===== config.mk =====
export PLATFORM = sky130hd
export DESIGN_NAME = rtc_power_wake_control
export DESIGN_NICKNAME = d
export VERILOG_FILES = /design/src/rtc_pwr_pkg.sv /design/src/rtc_tick_divider.sv /design/src/rtc_power_wake_control.sv
export SDC_FILE = /design/constraint.sdc
export NUM_CORES = 1
export LEC_CHECK = 0
export BUFFER_PORTS_ARGS = -buffer_cell sky130_fd_sc_hd__buf_2
export CAP_MARGIN = 30
export CELL_PAD_IN_SITES_DETAIL_PLACEMENT = 1
export CELL_PAD_IN_SITES_GLOBAL_PLACEMENT = 2
export CORE_MARGIN = 2
export CORE_UTILIZATION = 31
export CTS_CLUSTER_SIZE = 20
export DETAILED_ROUTE_END_ITERATION = 8
export GPL_TIMING_DRIVEN = 0
export HOLD_SLACK_MARGIN = 0.15
export PLACE_DENSITY = 0.88
export SLEW_MARGIN = 20
export SYNTH_ARGS = -nofsm -noshare
export SYNTH_HDL_FRONTEND = slang
export SYNTH_SLANG_ARGS = --single-unit
export TNS_END_PERCENT = 100

===== constraint.sdc =====
create_clock -name clk_sys -period 2.9 [get_ports clk_sys]
set_input_delay 0.145 -clock clk_sys [delete_from_list [all_inputs] [get_ports clk_sys]]
set_output_delay 0.145 -clock clk_sys [all_outputs]
set_load 0.03 [all_outputs]

===== src/rtc_pwr_pkg.sv =====
// Constants, register map and carrier types for the always-on power and wake control.
// Assumes a single 25 MHz system clock; the 32.768 kHz rate exists only as an enable pulse.
package rtc_pwr_pkg;

  // Clock rates and the slow-tick divider
  localparam int unsigned SYS_CLK_HZ     = 25_000_000;
  localparam int unsigned RTC_CLK_HZ     = 32_768;
  localparam int unsigned RTC_DIV_CYCLES = (SYS_CLK_HZ + RTC_CLK_HZ / 2) / RTC_CLK_HZ;

  // Least wake pulse, in ns, and the same in slow ticks (rounded up, at least one)
  localparam longint unsigned WAKE_PULSE_MIN_NS = 30_500;
  localparam longint unsigned WAKE_PULSE_RAW    =
    (WAKE_PULSE_MIN_NS * RTC_CLK_HZ + 64'd999_999_999) / 64'd1_000_000_000;
  localparam int unsigned WAKE_PULSE_TICKS = (WAKE_PULSE_RAW < 1) ? 1 : int'(WAKE_PULSE_RAW);

  // Register writes land this many slow ticks after the bus accepts them
  localparam int unsigned WRITE_APPLY_TICKS = 2;
  // Slow ticks for which the rest of the system is held in reset after power-good rises
  localparam int unsigned SYS_RESET_TICKS   = 2;

  // Avalon-MM geometry and byte addresses
  localparam int unsigned AVMM_ADDR_W = 16;
  localparam int unsigned AVMM_DATA_W = 32;
  localparam int unsigned REG_W       = 16;
  localparam logic [AVMM_ADDR_W-1:0] PMGT_OFFSET   = 16'h1930;
  localparam logic [AVMM_ADDR_W-1:0] STATUS_OFFSET = 16'h1934;

  // Power-management register fields
  localparam int unsigned CLKOUT_EN_BIT = 0;
  localparam int unsigned REG_PD_BIT    = 1;
  localparam int unsigned REF_PD_BIT    = 2;
  localparam int unsigned WAKE_DIR_BIT  = 3;
  localparam int unsigned WAKE_OUT_BIT  = 4;
  localparam logic [REG_W-1:0] PMGT_RESET      = 16'h0010;
  localparam logic [REG_W-1:0] PMGT_WRITE_MASK = 16'h001f;

  // Status register fields
  localparam int unsigned ST_POWER_GOOD_BIT = 0;
  localparam int unsigned ST_REG_ON_BIT     = 1;
  localparam int unsigned ST_REF_ON_BIT     = 2;
  localparam int unsigned ST_WAKE_LEVEL_BIT = 3;
  localparam int unsigned ST_PENDING_BIT    = 4;
  localparam int unsigned ST_ALARM_BIT      = 5;
  localparam int unsigned ST_STATE_LSB      = 8;

  typedef struct packed {
    logic                   read;
    logic                   write;
    logic [AVMM_ADDR_W-1:0] address;
    logic [AVMM_DATA_W-1:0] writedata;
    logic [3:0]             byteenable;
  } avmm_req_type;

  typedef struct packed {
    logic coreRegulatorEnable;
    logic analogPorEnable;
    logic bandgapEnable;
    logic powerGood;
    logic isolation;
    logic systemReset_n;
    logic rtcAccessEnable;
    logic clockOutEnable;
  } power_ctl_type;

  typedef enum logic [1:0] {
    PWR_RUN,
    PWR_DOWN,
    PWR_RAMP,
    PWR_SETTLE
  } pwr_state_type;

endpackage


===== src/rtc_tick_divider.sv =====
// Divides the system clock into a one-cycle enable at the slow clock-domain rate.
// Assumes clk_sys is free running; rst_n is the always-on power-on reset.
`timescale 1ns/1ns
module rtc_tick_divider #(
  parameter int unsigned DIV = rtc_pwr_pkg::RTC_DIV_CYCLES
) (
  input  wire logic clk_sys,
  input  wire logic rst_n,
  output logic      tick
);
  import rtc_pwr_pkg::*;

  localparam int unsigned CNT_W = (DIV > 1) ? $clog2(DIV) : 1;
  localparam logic [CNT_W-1:0] LAST = CNT_W'(DIV - 1);

  logic [CNT_W-1:0] count_r;

  if (DIV < 2) begin : gBadDiv
    $error("rtc_tick_divider: DIV must be at least 2");
  end

  always_ff @(posedge clk_sys or negedge rst_n) begin
    if (!rst_n) begin
      count_r <= '0;
    end else if (count_r == LAST) begin
      count_r <= '0;
    end else begin
      count_r <= count_r + 1'b1;
    end
  end

  always_ff @(posedge clk_sys or negedge rst_n) begin
    if (!rst_n) begin
      tick <= 1'b0;
    end else begin
      tick <= (count_r == LAST);
    end
  end

endmodule


===== src/rtc_power_wake_control.sv =====
// Always-on power and wake control: register slave, power-down/wake sequencer, wake pin.
// Assumes an Avalon-MM master on clk_sys and rst_n driven by the always-on power-on reset.
`timescale 1ns/1ns
module rtc_power_wake_control #(
  parameter int unsigned TICK_DIV        = rtc_pwr_pkg::RTC_DIV_CYCLES,
  parameter int unsigned APPLY_TICKS     = rtc_pwr_pkg::WRITE_APPLY_TICKS,
  parameter int unsigned RESET_TICKS     = rtc_pwr_pkg::SYS_RESET_TICKS,
  parameter int unsigned WAKE_TICKS      = rtc_pwr_pkg::WAKE_PULSE_TICKS
) (
  input  wire logic                            clk_sys,
  input  wire logic                            rst_n,
  input  wire rtc_pwr_pkg::avmm_req_type       avmmReq,
  output logic [rtc_pwr_pkg::AVMM_DATA_W-1:0]  avmmReadData,
  output logic                                 avmmWaitRequest,
  input  wire logic                            wakeIn,
  output logic                                 wakeOut,
  output logic                                 wakeOutEnable,
  input  wire logic                            alarmIrq,
  input  wire logic                            coreVoltageOk,
  output rtc_pwr_pkg::power_ctl_type           powerCtl
);
  import rtc_pwr_pkg::*;

  localparam int unsigned TCNT_W = 4;
  localparam logic [TCNT_W-1:0] APPLY_LAST = TCNT_W'(APPLY_TICKS - 1);
  localparam logic [TCNT_W-1:0] RESET_LAST = TCNT_W'(RESET_TICKS - 1);
  localparam logic [TCNT_W-1:0] WAKE_LAST  = TCNT_W'(WAKE_TICKS - 1);

  if (APPLY_TICKS < 1 || APPLY_TICKS > 15) begin : gBadApply
    $error("APPLY_TICKS must lie in 1..15");
  end
  if (RESET_TICKS < 1 || RESET_TICKS > 15) begin : gBadReset
    $error("RESET_TICKS must lie in 1..15");
  end
  if (WAKE_TICKS < 1 || WAKE_TICKS > 15) begin : gBadWake
    $error("WAKE_TICKS must lie in 1..15");
  end

  // Slow clock-domain enable
  logic tick;

  rtc_tick_divider #(
    .DIV (TICK_DIV)
  ) uTickDiv (
    .clk_sys (clk_sys),
    .rst_n   (rst_n),
    .tick    (tick)
  );

  // Pin and analog inputs cross two flip-flops before any use
  logic wakeMeta_r;
  logic wakeSync_r;
  logic alarmMeta_r;
  logic alarmSync_r;
  logic vokMeta_r;
  logic vokSync_r;

  always_ff @(posedge clk_sys or negedge rst_n) begin
    if (!rst_n) begin
      wakeMeta_r  <= 1'b0;
      wakeSync_r  <= 1'b0;
      alarmMeta_r <= 1'b0;
      alarmSync_r <= 1'b0;
      vokMeta_r   <= 1'b0;
      vokSync_r   <= 1'b0;
    end else begin
      wakeMeta_r  <= wakeIn;
      wakeSync_r  <= wakeMeta_r;
      alarmMeta_r <= alarmIrq;
      alarmSync_r <= alarmMeta_r;
      vokMeta_r   <= coreVoltageOk;
      vokSync_r   <= vokMeta_r;
    end
  end

  // Registers and sequencer state
  logic [REG_W-1:0]  pmgt_r;
  logic [REG_W-1:0]  pending_r;
  logic              pendValid_r;
  logic [TCNT_W-1:0] applyCnt_r;
  logic [TCNT_W-1:0] wakeCnt_r;
  logic [TCNT_W-1:0] rstCnt_r;
  pwr_state_type     state_r;
  pwr_state_type     state_nxt;
  logic              alarmSeen_r;

  function automatic logic anyPowerDown(input logic [REG_W-1:0] v);
    anyPowerDown = v[REG_PD_BIT] | v[REF_PD_BIT];
  endfunction

  function automatic logic [REG_W-1:0] mergeWrite(input logic [REG_W-1:0] old,
                                                  input logic [AVMM_DATA_W-1:0] wd,
                                                  input logic [3:0] be);
    logic [REG_W-1:0] v;
    v = old;
    if (be[0]) begin
      v = wd[REG_W-1:0];
    end
    mergeWrite = v & PMGT_WRITE_MASK;
  endfunction

  // Wake pin counts only as input, active high, after being seen high on slow ticks
  logic pinWakeLevel;
  logic wakeReq;
  assign pinWakeLevel = wakeSync_r & ~pmgt_r[WAKE_DIR_BIT];
  assign wakeReq = tick & ((pinWakeLevel & (wakeCnt_r == WAKE_LAST)) | alarmSync_r);

  always_ff @(posedge clk_sys or negedge rst_n) begin
    if (!rst_n) begin
      wakeCnt_r <= '0;
    end else if (!pinWakeLevel) begin
      wakeCnt_r <= '0;
    end else if (tick && wakeCnt_r != WAKE_LAST) begin
      wakeCnt_r <= wakeCnt_r + 1'b1;
    end
  end

  // Sticky alarm indication for status; a new alarm wins over the clear on a tick in RUN
  always_ff @(posedge clk_sys or negedge rst_n) begin
    if (!rst_n) begin
      alarmSeen_r <= 1'b0;
    end else if (alarmSync_r) begin
      alarmSeen_r <= 1'b1;
    end else if (state_r == PWR_RUN && tick) begin
      alarmSeen_r <= 1'b0;
    end
  end

  // Bus slave: one answer per request, waitrequest low for exactly one cycle
  logic reqSeen;
  logic reqAccept;
  logic isPmgt;
  logic isStatus;
  assign reqSeen   = avmmReq.read | avmmReq.write;
  assign isPmgt    = (avmmReq.address == PMGT_OFFSET);
  assign isStatus  = (avmmReq.address == STATUS_OFFSET);
  // A second write to the power register stalls until the first one has landed
  assign reqAccept = reqSeen & avmmWaitRequest & ~(avmmReq.write & isPmgt & pendValid_r);

  logic [REG_W-1:0] statusWord;
  always_comb begin
    statusWord = '0;
    statusWord[ST_POWER_GOOD_BIT] = powerCtl.powerGood;
    statusWord[ST_REG_ON_BIT]     = powerCtl.coreRegulatorEnable;
    statusWord[ST_REF_ON_BIT]     = powerCtl.bandgapEnable;
    statusWord[ST_WAKE_LEVEL_BIT] = wakeSync_r;
    statusWord[ST_PENDING_BIT]    = pendValid_r;
    statusWord[ST_ALARM_BIT]      = alarmSeen_r;
    statusWord[ST_STATE_LSB +: 2] = state_r;
  end

  always_ff @(posedge clk_sys or negedge rst_n) begin
    if (!rst_n) begin
      avmmWaitRequest <= 1'b1;
    end else begin
      avmmWaitRequest <= ~reqAccept;
    end
  end

  always_ff @(posedge clk_sys or negedge rst_n) begin
    if (!rst_n) begin
      avmmReadData <= '0;
    end else if (reqAccept && avmmReq.read) begin
      if (isPmgt) begin
        avmmReadData <= {{(AVMM_DATA_W-REG_W){1'b0}}, pmgt_r & PMGT_WRITE_MASK};
      end else if (isStatus) begin
        avmmReadData <= {{(AVMM_DATA_W-REG_W){1'b0}}, statusWord};
      end else begin
        avmmReadData <= '0;
      end
    end
  end

  // Accepted writes wait for the slow clock before landing
  logic applyNow;
  assign applyNow = pendValid_r & tick & (applyCnt_r == APPLY_LAST);

  always_ff @(posedge clk_sys or negedge rst_n) begin
    if (!rst_n) begin
      pendValid_r <= 1'b0;
      pending_r   <= PMGT_RESET;
      applyCnt_r  <= '0;
    end else if (reqAccept && avmmReq.write && isPmgt) begin
      pendValid_r <= 1'b1;
      pending_r   <= mergeWrite(pmgt_r, avmmReq.writedata, avmmReq.byteenable);
      applyCnt_r  <= '0;
    end else if (applyNow) begin
      pendValid_r <= 1'b0;
    end else if (pendValid_r && tick) begin
      applyCnt_r  <= applyCnt_r + 1'b1;
    end
  end

  // The register lands late; a wake clears both power-down bits so the core stays up
  always_ff @(posedge clk_sys or negedge rst_n) begin
    if (!rst_n) begin
      pmgt_r <= PMGT_RESET;
    end else begin
      if (applyNow) begin
        pmgt_r <= pending_r;
      end
      if (state_r == PWR_DOWN && wakeReq) begin
        pmgt_r[REG_PD_BIT] <= 1'b0;
        pmgt_r[REF_PD_BIT] <= 1'b0;
      end
    end
  end

  // Power sequencer
  always_comb begin
    state_nxt = state_r;
    case (state_r)
      PWR_RUN: begin
        if (anyPowerDown(pmgt_r)) begin
          state_nxt = PWR_DOWN;
        end
      end
      PWR_DOWN: begin
        if (wakeReq) begin
          state_nxt = PWR_RAMP;
        end
      end
      PWR_RAMP: begin
        if (vokSync_r) begin
          state_nxt = PWR_SETTLE;
        end
      end
      PWR_SETTLE: begin
        if (tick && rstCnt_r == RESET_LAST) begin
          state_nxt = PWR_RUN;
        end
      end
      default: begin
        state_nxt = PWR_RUN;
      end
    endcase
  end

  always_ff @(posedge clk_sys or negedge rst_n) begin
    if (!rst_n) begin
      state_r <= PWR_RUN;
    end else begin
      state_r <= state_nxt;
    end
  end

  always_ff @(posedge clk_sys or negedge rst_n) begin
    if (!rst_n) begin
      rstCnt_r <= '0;
    end else if (state_r != PWR_SETTLE) begin
      rstCnt_r <= '0;
    end else if (tick && rstCnt_r != RESET_LAST) begin
      rstCnt_r <= rstCnt_r + 1'b1;
    end
  end

  // Outputs follow the next state so they change on the same edge as the state
  always_ff @(posedge clk_sys or negedge rst_n) begin
    if (!rst_n) begin
      powerCtl.coreRegulatorEnable <= 1'b1;
      powerCtl.analogPorEnable     <= 1'b1;
      powerCtl.bandgapEnable       <= 1'b1;
      powerCtl.powerGood           <= 1'b1;
      powerCtl.isolation           <= 1'b0;
      powerCtl.systemReset_n       <= 1'b1;
      powerCtl.rtcAccessEnable     <= 1'b1;
      powerCtl.clockOutEnable      <= 1'b0;
    end else begin
      // Clock output gate lives here so the whole carrier has one driver
      powerCtl.clockOutEnable <= pmgt_r[CLKOUT_EN_BIT];
      case (state_nxt)
        PWR_DOWN: begin
          powerCtl.coreRegulatorEnable <= 1'b0;
          powerCtl.analogPorEnable     <= 1'b0;
          powerCtl.bandgapEnable       <= ~pmgt_r[REF_PD_BIT];
          powerCtl.powerGood           <= 1'b0;
          powerCtl.isolation           <= 1'b1;
          powerCtl.systemReset_n       <= 1'b0;
          powerCtl.rtcAccessEnable     <= 1'b0;
        end
        PWR_RAMP: begin
          powerCtl.coreRegulatorEnable <= 1'b1;
          powerCtl.analogPorEnable     <= 1'b1;
          powerCtl.bandgapEnable       <= 1'b1;
          powerCtl.powerGood           <= 1'b0;
          powerCtl.isolation           <= 1'b1;
          powerCtl.systemReset_n       <= 1'b0;
          powerCtl.rtcAccessEnable     <= 1'b0;
        end
        PWR_SETTLE: begin
          powerCtl.coreRegulatorEnable <= 1'b1;
          powerCtl.analogPorEnable     <= 1'b1;
          powerCtl.bandgapEnable       <= 1'b1;
          powerCtl.powerGood           <= 1'b1;
          powerCtl.isolation           <= 1'b0;
          powerCtl.systemReset_n       <= 1'b0;
          powerCtl.rtcAccessEnable     <= 1'b1;
        end
        default: begin
          powerCtl.coreRegulatorEnable <= 1'b1;
          powerCtl.analogPorEnable     <= 1'b1;
          powerCtl.bandgapEnable       <= 1'b1;
          powerCtl.powerGood           <= 1'b1;
          powerCtl.isolation           <= 1'b0;
          powerCtl.systemReset_n       <= 1'b1;
          powerCtl.rtcAccessEnable     <= 1'b1;
        end
      endcase
    end
  end

  // Open-drain wake pin: the only level ever driven is low, the pull-up makes the high
  always_ff @(posedge clk_sys or negedge rst_n) begin
    if (!rst_n) begin
      wakeOut       <= 1'b0;
      wakeOutEnable <= 1'b0;
    end else begin
      wakeOut       <= 1'b0;
      wakeOutEnable <= pmgt_r[WAKE_DIR_BIT] & ~pmgt_r[WAKE_OUT_BIT];
    end
  end

endmodule


== Yosys cells after proc, flatten, opt, wreduce, memory -nomap -nowiden ==
Cells that the tools add are included.
Word-level totals
  bits in registers: 85
  output and inout bits: 43
  input port bits: 59
Cells by class
  add/sub/neg operators: 4
  muxes and demuxes: 23
  bitwise logic cells: 18
  equality and inequality tests: 15
  reduce and logical (&&, ||, !) cells: 18
Operators with widths (number)
  16-bit by 13-bit == test with 1-bit output, second input constant: 2
  10-bit two-way mux: 3
  4-bit two-way mux: 7
  7-bit one-hot mux with 3 select lines: 1
  4-bit by 1-bit adder with 4-bit output, second input constant: 3
  10-bit by 1-bit adder with 10-bit output, second input constant: 1
  1-bit bitwise AND: 10
  10-bit == test, second input constant: 1
  2-bit two-way mux: 5
  2-bit nonzero test: 5
  1-bit logical AND: 9
  2-bit == test, second input constant: 4
  4-bit by 1-bit == test with 1-bit output, second input constant: 2
  2-bit one-hot mux with 4 select lines: 1
  5-bit two-way mux: 1
  1-bit NOT: 5
  2-bit by 1-bit == test with 1-bit output, second input constant: 2
  4-bit zero test: 1
  1-bit two-way mux: 4
  2-bit by 1-bit != test with 1-bit output, second input constant: 2
  4-bit by 1-bit != test with 1-bit output, second input constant: 1
  4-bit nonzero test: 1
  3-bit two-way mux: 1
  1-bit OR: 3
  3 further kinds: 3

== Depth between registers and ports, before layout ==
Gate-level depths: netlist of run 1.
  depth in word-level cells: 9
  mapped depth: 9

== By module ==
Synthesis of run 1 repeated with hierarchy kept, for this count alone.
Second synthesis, totals
  cells, all modules: 257
  area, all modules: 2899.0 um^2
By module, submodules not included
  rtc_power_wake_control: area an instance 2376.0 um^2, cells an instance 205, instances 1
  rtc_tick_divider: area an instance 523.0 um^2, cells an instance 52, instances 1

== Worst setup path before layout of run 1 ==
OpenSTA, ideal clock, no wires.
  kind: register to register
  start: register wakeCnt_r[0]
  end: register powerCtl[5] in the netlist's numbering
  path slack: 0.702 ns
  buffers on the path: 0
  clock period less this slack: 2.198 ns
  setup time: 0.087 ns
  cell stages (with the launch flop): 10
  arrival time: 2.111 ns
  data required time: 2.813 ns
  cell sequence: dfrtp_1 > inv_1 > ha_1 > or3b_4 > o31a_1 > o22ai_2 > o311ai_0 > ha_1 > nor3_1 > o21ai_0
On the way
  word-level cells in the longest chain between the ends: 8
Ends and longest elaborated chain
  start, declared: RTL line rtc_power_wake_control.sv:81  | logic [TCNT_W-1:0] wakeCnt_r;
  start signal, assigned: RTL line rtc_power_wake_control.sv:114  | wakeCnt_r <= wakeCnt_r + 1'b1;
  4-bit zero test (*): RTL line rtc_power_wake_control.sv:106  | assign wakeReq = tick & ((pinWakeLevel & (wakeCnt_r == WAKE_LAST)) | alarmSync_r);
  1-bit bitwise AND (*): RTL line rtc_power_wake_control.sv:106
  1-bit OR (*): RTL line rtc_power_wake_control.sv:106
  1-bit bitwise AND (*): RTL line rtc_power_wake_control.sv:106
  2-bit two-way mux (*): RTL line rtc_power_wake_control.sv:219  | if (wakeReq) begin
  2-bit one-hot mux with 4 select lines (*): RTL line rtc_power_wake_control.sv:212  | case (state_r)
  named net state_nxt[0]: RTL line rtc_power_wake_control.sv:84  | pwr_state_type state_nxt;
  2-bit == test / 2-bit by 1-bit == test with 1-bit output (equally long branches): RTL line rtc_power_wake_control.sv:271  | case (state_nxt)
  7-bit one-hot mux with 3 select lines (*): RTL line rtc_power_wake_control.sv:271
  end, declared: RTL line rtc_power_wake_control.sv:20  | output rtc_pwr_pkg::power_ctl_type powerCtl
The timed path passes the listed nets; every way through them passes the cells marked *.
A chain may end at the register's enable or synchronous reset.

== Worst setup path in the final report of run 1 ==
Same ends and word-level chain as after synthesis.

==> flow_summary.toml, run 1 <==
[floorplanning]
row_count = 35
core-area_mm2 = 0.00928
die_height_um = 102
io_pins = 102
die-area_mm2 = 0.0105
fp.dieW_um = 102
initial_core_util = 0.322

[cts]
cts_buffers = 9
post_cts.repair.setup_buffers = 0
cts_sinks = 59
cts-root-buf = "clkbuf_8"
cts_resized = 0
clk_pin_slew_ns = 0.07
cts_tree = "done"
worst_skew_pair.late_latency_ns = 0.34
hold_buffers = 6
clock_path_buffers = 2
cts-htree-levels = 3

[hold_path]
hp-class = "input port to flop"

[timing]
timing.fmax_mhz = 404
final_hold_viol_count = 0
drv_slew = 0
whs_ns = 0.169
rsz0062_at_grt = "false"
fin_setup_tns_ns = 0
worst_pin_slew_ns = 0.753
setup_violations = 0
finalCriticalPeriod_ns = 2.47
relSlewSlack = 0.498
fin_crit_sh = 0.853
skew_ns = 0.00880

[final_layout]
syn2layout_area_growth_pct = 25.8
fin_nets = 419
fin_area_mm2 = 0.00376
diodes = 0
drive_gt1_frac = 0.349
fin_cells = 481

[logic_synthesis]
async_flop_share = 1.00
synth_cell_type_count = 52
ys_seq_elements = 59
synthTopCellsByArea = "dfrtp_1, buf_4, dfstp_2"
syn-cell-area_mm2 = 0.00299
synth_ff_type = "dfrtp_1"
ys_warn_count = 0
synthCells = 260
synth_edf_count = 0
avgSynthCellArea_um2 = 11.5
ys_seq_area_frac = 0.496
synth.most_common_cell = "dfrtp_1"
synth_top_cell_by_area = "dfrtp_1"
synth_top_area_share = 0.435
synth_commonest_cells = "dfrtp_1, nor2_1, buf_4"

[place]
place_congestion = 0.833
numPortBuffers = 45
place_inst = 458
hpwl_mm = 4.68
place_area_mm2 = 0.00347

[drt]
viasPerCell = 4.43
num_vias = 2129
routed_wl_mm = 6.46
first_pass_iters = 4
wl_per_cell_um = 13.4
drc = 0
drtIter0Drc = 41
ant_nets = 0

[power]
power_mw = 1.83
power.leakage_nw = 1.77
irDropWorstVdd_v = 0.000212
powerDensity_mw_per_mm2 = 487

[setup_path]
cp_data_required_time_ns = 3.15
worstSetupPathType = "flop to flop"
cp-start-kind = "flop"
cp_max_fo = 5
cp-end-kind = "flop"
cp.arrival_ns = 2.73

[global_route]
track_usage = 0.135
use_met1 = 0.157
grt_pass1_vias = 2265
overflow = 0
grt_start_max_net_pins = 60
antenna_found_initial = 0
grt_pass1_wl_mm = 10.9
grt_util_met3 = 0.0438
grt.busiest_layer = "met2"
use_met2 = 0.238

[flow_run]
max-cap-violations = 0

[status]
outcome = "completed"
-- power breakdown --
group | switching, mW | internal [mW]
Combinational | 0.0890 | 0.0588
Sequential | 0.00510 | 0.831
Clock | 0.322 | 0.529
-- final timing paths --
kind	startpoint	end	slack (ns)	cells after the start
worst max-delay path	wakeCnt_r[0]	powerCtl[5]	0.43	10
worst min-delay path	avmmReq[7]	pending_r[3]	0.17	3
worst max register to register	wakeCnt_r[0]	powerCtl[5]	0.43	10
worst min register to register	wakeMeta_r	wakeSync_r	0.35	0
max in group asynchronous	rst_n	uTickDiv.tick	1.98	2
min in group asynchronous	rst_n	applyCnt_r[3]	0.41	2
-- layout make-up --
type | count | area, µm²
fill | 1071 | 5520
sequential | 59 | 1490
tap | 129 | 161
inverter | 13 | 48.8
clock buffer | 12 | 155
buffer | 30 | 225
multi-input combinational | 182 | 1320
clock inverter | 4 | 72.6
timing repair buffer | 52 | 293
-- routing by layer --
layer  part of all wire  vias up
li1                   -     1013
met5                  0        -
met4              0.011        0
met3              0.057       10
met1               0.42     1051
met2               0.51       55
-- registers in the layout (all words and copies together) (netlist names), 2 cells and up --
register / flops
uTickDiv.count_r: 10
avmmReadData: 8
powerCtl: 6
pending_r: 5
pmgt_r: 5
applyCnt_r: 4
rstCnt_r: 4
wakeCnt_r: 4
state_r: 2
-- cells by family after synthesis --
logic type               synth area share
AO/OA/AOI/OAI                      0.0724
XOR/XNOR                           0.0498
adder cells (fa/ha/maj)            0.0544
buffers and inverters              0.0916
flip-flops                          0.496
multiplexers                       0.0824
other                             0.00125
AND/OR/NAND/NOR                     0.152
-- per-stage QoR --
| stage | setup slack (ns) | util |
|---|---|---|
| 2_1_floorplan | 0.702 | - |
| 3_3_place_gp | 0.459 | 0.374 |
| 3_5_place_dp | 0.375 | 0.374 |
| 4_1_cts | 0.329 | 0.405 |
| 5_1_grt | 0.277 | 0.405 |
| 6_report | 0.425 | 0.405 |
-- critical path, cell delays in order, from the launching register on --
cell and delay (ns):
dfrtp_1 0.39, inv_1 0.10, ha_1 0.14, or3b_4 0.40, o31a_1 0.34, o22ai_2 0.12, o311ai_0 0.20, clkbuf_2 0.19
ha_1 0.19, nor3_1 0.19, o21ai_0 0.12
-- layout by cell type (no fill, tap or decap), drive strengths merged, types with 3 or more instances in the layout --
master / n
inv: 13
o311ai: 3
conb: 25
mux2i: 7
xnor2: 9
o2bb2ai: 5
mux2: 14
nor3: 4
ha: 13
dfrtp: 52
nor2b: 3
nor4: 3
buf: 74
dfstp: 7
a22o: 3
clkbuf: 14
nand4: 4
xor2: 8
and3: 3
dlygate4sd3: 6
nor2: 30
nand3: 8
nand2: 11
Note: power is estimated with default switching activity, not from simulation.
==> inputs of run 2 (changes only) <==
Settings changed: PLACE_DENSITY 0.88 to 0.86.
==> run 2 against run 1 <==
  * Register-to-register slack worse by 0.08 ns
  * Maximum frequency fell by 3.0%
  * Clock power up 8.5%
  * Clock skew increased by 0.0028 ns
  * Non-clock buffer count stayed put
  * Clock-buffer cell count fell by 3
  * Routed wire length shrank 2.7%
  * Worst hold slack better by 0.0041 ns
  * Sequential share of layout area is 0.27 points lower
  * Global-route usage shrank 0.81 points
  * Combinational power is essentially flat
  * Largest power group unchanged
  * Highest routed layer unchanged
==> flow_summary.toml, run 2 (synthesis gave the netlist of run 1 again) <==
[cts]
cts_tree = "done"
post_cts.repair.setup_buffers = 0
hold_buffers = 6
cts_resized = 0
cts_sinks = 59
cts_buffers = 9
clock_path_buffers = 2
worst_skew_pair.late_latency_ns = 0.34
clk_pin_slew_ns = 0.08
cts-htree-levels = 3
cts-root-buf = "clkbuf_8"

[drt]
viasPerCell = 4.41
drc = 0
first_pass_iters = 4
wl_per_cell_um = 13.1
drtIter0Drc = 53
routed_wl_mm = 6.28
ant_nets = 0
num_vias = 2123

[final_layout]
multi_input_area_mm2 = 0.00132
largest_registers = "uTickDiv.count_r x10, avmmReadData x8, powerCtl x6"
fin_nets = 419
regMostFlops = "uTickDiv.count_r"
final_cell_mix = "dfrtp_1, buf_2, nor2_1, buf_4, conb_1"
regArea_mm2 = 0.00149
drive_gt1_frac = 0.349
syn2layout_area_growth_pct = 26.7
layout_commonest_cell = "dfrtp_1"
diodes = 0
nFillCells = 1061
largest_reg_flops = 10

[global_route]
use_met1 = 0.150
grt_start_max_net_pins = 60
overflow = 0
grt_pass1_wl_mm = 10.2
use_met2 = 0.221
antenna_found_initial = 0
grt_pass1_vias = 2169
grt_util_met3 = 0.0431
grt.busiest_layer = "met2"
track_usage = 0.127

[place]
numPortBuffers = 45
place_congestion = 0.783
hpwl_mm = 4.48

[setup_path]
cp_data_required_time_ns = 3.14
worstSetupPathType = "flop to flop"
cp_max_fo = 5
r2r_end = "powerCtl[5]"
reg2reg_slack_ns = 0.35
crit_end = "powerCtl[5]"
worstSetupStartpoint = "wakeCnt_r[0]"
cp.arrival_ns = 2.79
reg2reg_depth = 9
cp-start-kind = "flop"
r2r_start = "wakeCnt_r[0]"
cp-end-kind = "flop"

[timing]
skew_ns = 0.0116
fin_crit_sh = 0.880
relSlewSlack = 0.375
rsz0062_at_grt = "false"
finalCriticalPeriod_ns = 2.55
setup_violations = 0
timing.fmax_mhz = 392
final_hold_viol_count = 0
drv_slew = 0
worst_pin_slew_ns = 0.926
fin_setup_tns_ns = 0

[power]
power.leakage_nw = 1.78
power_mw = 1.91
irDropWorstVdd_v = 0.000282
powerDensity_mw_per_mm2 = 503

[floorplanning]
io_pins = 102
die-area_mm2 = 0.0105
die_height_um = 102
fp.dieW_um = 102
row_count = 35
initial_core_util = 0.322
core-area_mm2 = 0.00928

[status]
outcome = "completed"

[flow_run]
max-cap-violations = 0

[hold_path]
hp-class = "input port to flop"
==> run 2: changes by cell type in the layout (fill, tap and decap cells not counted) <==
cell and change:
clkbuf_2 -1, clkinv_2 -1, clkbuf_1 -1, dlygate4sd3_1 +1, bufinv_16 +1, inv_6 +1
clkbuf_8 -2, clkinvlp_4 -1, clkinv_4 +3
==> run 2: power by group <==
part,switching (mW),total [mW],internal [mW]
clock,0.345,0.923,0.578
sequential,0.00505,0.835,0.830
combinational,0.0885,0.148,0.0596
==> run 2: final cells by class <==
type | instances | share of cell area
Buffer | 30 | 0.0594
Clock buffer | 9 | 0.0327
Clock inverter | 7 | 0.0330
Inverter | 13 | 0.0129
Multi-Input combinational cell | 182 | 0.349
Sequential cell | 59 | 0.392
Tap cell | 129 | 0.0426
Timing Repair Buffer | 52 | 0.0786
==> run 2: stage by stage <==
step,util,instances,hold slack [ns],worst slack (ns),instance area (µm²)
floorplan,-,284,-0.151,0.702,3080
global placement,0.374,458,0.255,0.428,3470
detailed placement,0.374,458,0.255,0.404,3470
CTS,0.407,480,0.150,0.348,3780
global route,0.408,481,0.155,0.135,3790
finish,0.408,481,0.173,0.349,3790
==> run 2: worst min path at each step <==
| stage | from | slack (ns) | endpoint | depth (start not counted) |
|---|---|---|---|---|
| after global routing | avmmReq[7] | 0.16 | pending_r[3] | 3 |
| after CTS | avmmReq[8] | 0.15 | pending_r[4] | 3 |
| after floorplan | rst_n | -0.15 | alarmMeta_r | 0 |
| final | avmmReq[7] | 0.17 | pending_r[3] | 3 |
| after global placement | wakeIn | 0.25 | wakeMeta_r | 1 |
| after detailed placement | wakeIn | 0.25 | wakeMeta_r | 1 |
==> run 2: worst max-delay path, stage by stage (launching register included) <==
cell and delay [ns]:
dfrtp_1 0.40, inv_1 0.10, ha_1 0.14, or3b_4 0.41, o31a_1 0.34, o22ai_2 0.12, o311ai_0 0.34, ha_1 0.31
nor3_1 0.17, o21ai_0 0.14
==> run 2: metal layers <==
metal  vias up  routed length (µm)
li1       1016                   -
met1      1045                2760
met2        55                3130
met3         7                 325
met4         0                  66
met5         -                   0
==> inputs of run 3 (changes only) <==
Settings changed: CORE_UTILIZATION 31 to 34.
Clock period 2.9 ns to 2.95 ns, I/O delays scaled along.
==> run 3 against run 2 <==
  * Utilization grew 2.0 points
  * Sequential share of layout area grew 0.97 points
  * Setup slack gained 0.041 ns
  * Via count grew 1.1%
  * Non-clock buffer count shrank 1
  * Power shrank 12%
  * Critical path type unchanged
  * Critical endpoint unchanged
==> flow_summary.toml, run 3 (synthesis gave the netlist of run 1 again) <==
[status]
outcome = "completed"

[floorplanning]
initial_core_util = 0.346
die_height_um = 97.8
row_count = 34
die-area_mm2 = 0.00956
core-area_mm2 = 0.00864
io_pins = 102
fp.dieW_um = 97.8

[drt]
first_pass_iters = 4
routed_wl_mm = 6.37
wl_per_cell_um = 13.9
ant_nets = 0
drc = 0
viasPerCell = 4.68
drtIter0Drc = 48
num_vias = 2147

[final_layout]
syn2layout_area_growth_pct = 23.6
fin_cells = 459
drive_gt1_frac = 0.348
fin_area_mm2 = 0.00370
utilization = 0.428
largest_registers = "uTickDiv.count_r x10, avmmReadData x8, powerCtl x6"
final_cell_mix = "dfrtp_1, buf_2, nor2_1, buf_4, conb_1"
multi_input_area_mm2 = 0.00132
regArea_mm2 = 0.00149
regMostFlops = "uTickDiv.count_r"
layout_commonest_cell = "dfrtp_1"
diodes = 0
nFillCells = 1001
largest_reg_flops = 10
fin_nets = 418

[setup_path]
cp_data_required_time_ns = 3.20
worstSetupPathType = "flop to flop"
cp.arrival_ns = 2.81
cp-end-kind = "flop"
reg2reg_slack_ns = 0.39
cp_max_fo = 5
cp-start-kind = "flop"

[place]
place_area_mm2 = 0.00344
numPortBuffers = 45
place_inst = 437
hpwl_mm = 4.65
place_congestion = 0.746

[cts]
cts-htree-levels = 3
cts_buffers = 9
clock_path_buffers = 2
post_cts.repair.setup_buffers = 0
cts_tree = "done"
worst_skew_pair.late_latency_ns = 0.33
hold_buffers = 6
clk_pin_slew_ns = 0.07
cts-root-buf = "clkbuf_8"
cts_resized = 0
cts_sinks = 59

[power]
p_int_mw = 1.28
p_sw_frac = 0.238
powerDensity_mw_per_mm2 = 455
power_mw = 1.68
p_seq_frac = 0.488
irDropWorstVdd_v = 0.000156
power.leakage_nw = 1.76
power.switching_mw = 0.400
comb_power_share = 0.087
pwr-share-clk = 0.426

[timing]
fin_setup_tns_ns = 0
finalCriticalPeriod_ns = 2.56
setup_violations = 0
fin_crit_sh = 0.868
rsz0062_at_grt = "false"
worst_pin_slew_ns = 0.948
timing.fmax_mhz = 391
skew_ns = 0.00956
final_hold_viol_count = 0
relSlewSlack = 0.360
drv_slew = 0

[global_route]
track_usage = 0.144
grt_pass1_wl_mm = 11.0
grt_pass1_vias = 2295
overflow = 0
grt_start_max_net_pins = 60
antenna_found_initial = 0

[hold_path]
hp-class = "input port to flop"

[flow_run]
max-cap-violations = 0
run 3: cell types whose count changed in the layout (fill, tap and decap cells not counted):
cell,change
clkinv_2,+3
clkinv_4,-3
bufinv_16,-2
clkbuf_1,+1
clkbuf_8,+1
clkinvlp_4,+1
dlygate4sd3_1,-1
inv_6,-1
run 3: per-stage QoR:
step	hold slack (ns)	setup WS [ns]
4_1_cts	0.163	0.363
3_5_place_dp	0.257	0.399
2_1_floorplan	-0.148	0.752
3_3_place_gp	0.255	0.502
5_1_grt	0.185	0.200
6_report	0.179	0.389
run 3: worst paths after layout:
| kind | startpoint | end | cells past startpoint |
|---|---|---|---|
| hold reg to reg | vokMeta_r | vokSync_r | 0 |
| setup / recovery | wakeCnt_r[0] | powerCtl[5] | 9 |
| max in group asynchronous | rst_n | vokMeta_r | 2 |
| setup reg to reg | wakeCnt_r[0] | powerCtl[5] | 9 |
| min in group asynchronous | rst_n | wakeCnt_r[0] | 2 |
| hold / removal | avmmReq[7] | pending_r[3] | 3 |
run 3: worst max-delay path: stages (launching register included):
cell and delay (ns):
dfrtp_1 0.40, inv_1 0.10, ha_1 0.15, or3b_4 0.41, o31a_1 0.35, o22ai_2 0.12, o311ai_0 0.34, ha_1 0.32
nor3_1 0.17, o21ai_0 0.11
run 3: final cells by class:
cell class,instances,area share
multi-input combinational,182,0.358
buffer,30,0.0609
inverter,13,0.0132
tap,108,0.0365
clock inverter,5,0.0142
sequential,59,0.402
clock buffer,11,0.0382
timing repair buffer,51,0.0778
run 3: power by group through the flow:
stage / sequential (mW) / combinational (mW) / clock (mW)
6_report: 0.821 / 0.146 / 0.717
3_5_place_dp: 0.836 / 0.138 / 0
5_1_grt: 0.821 / 0.158 / 0.766
2_1_floorplan: 0.838 / 0.0911 / 0
4_1_cts: 0.821 / 0.146 / 0.745
3_3_place_gp: 0.836 / 0.136 / 0
run 3: metal layers:
layer  global-route usage  vias to the layer above  wire, µm
met3               0.0251                       10       254
met4               0.0673                        0       141
met2                0.257                       49      3310
met5                    0                        -         0
li1                     -                     1016         -
met1                0.168                     1072      2670
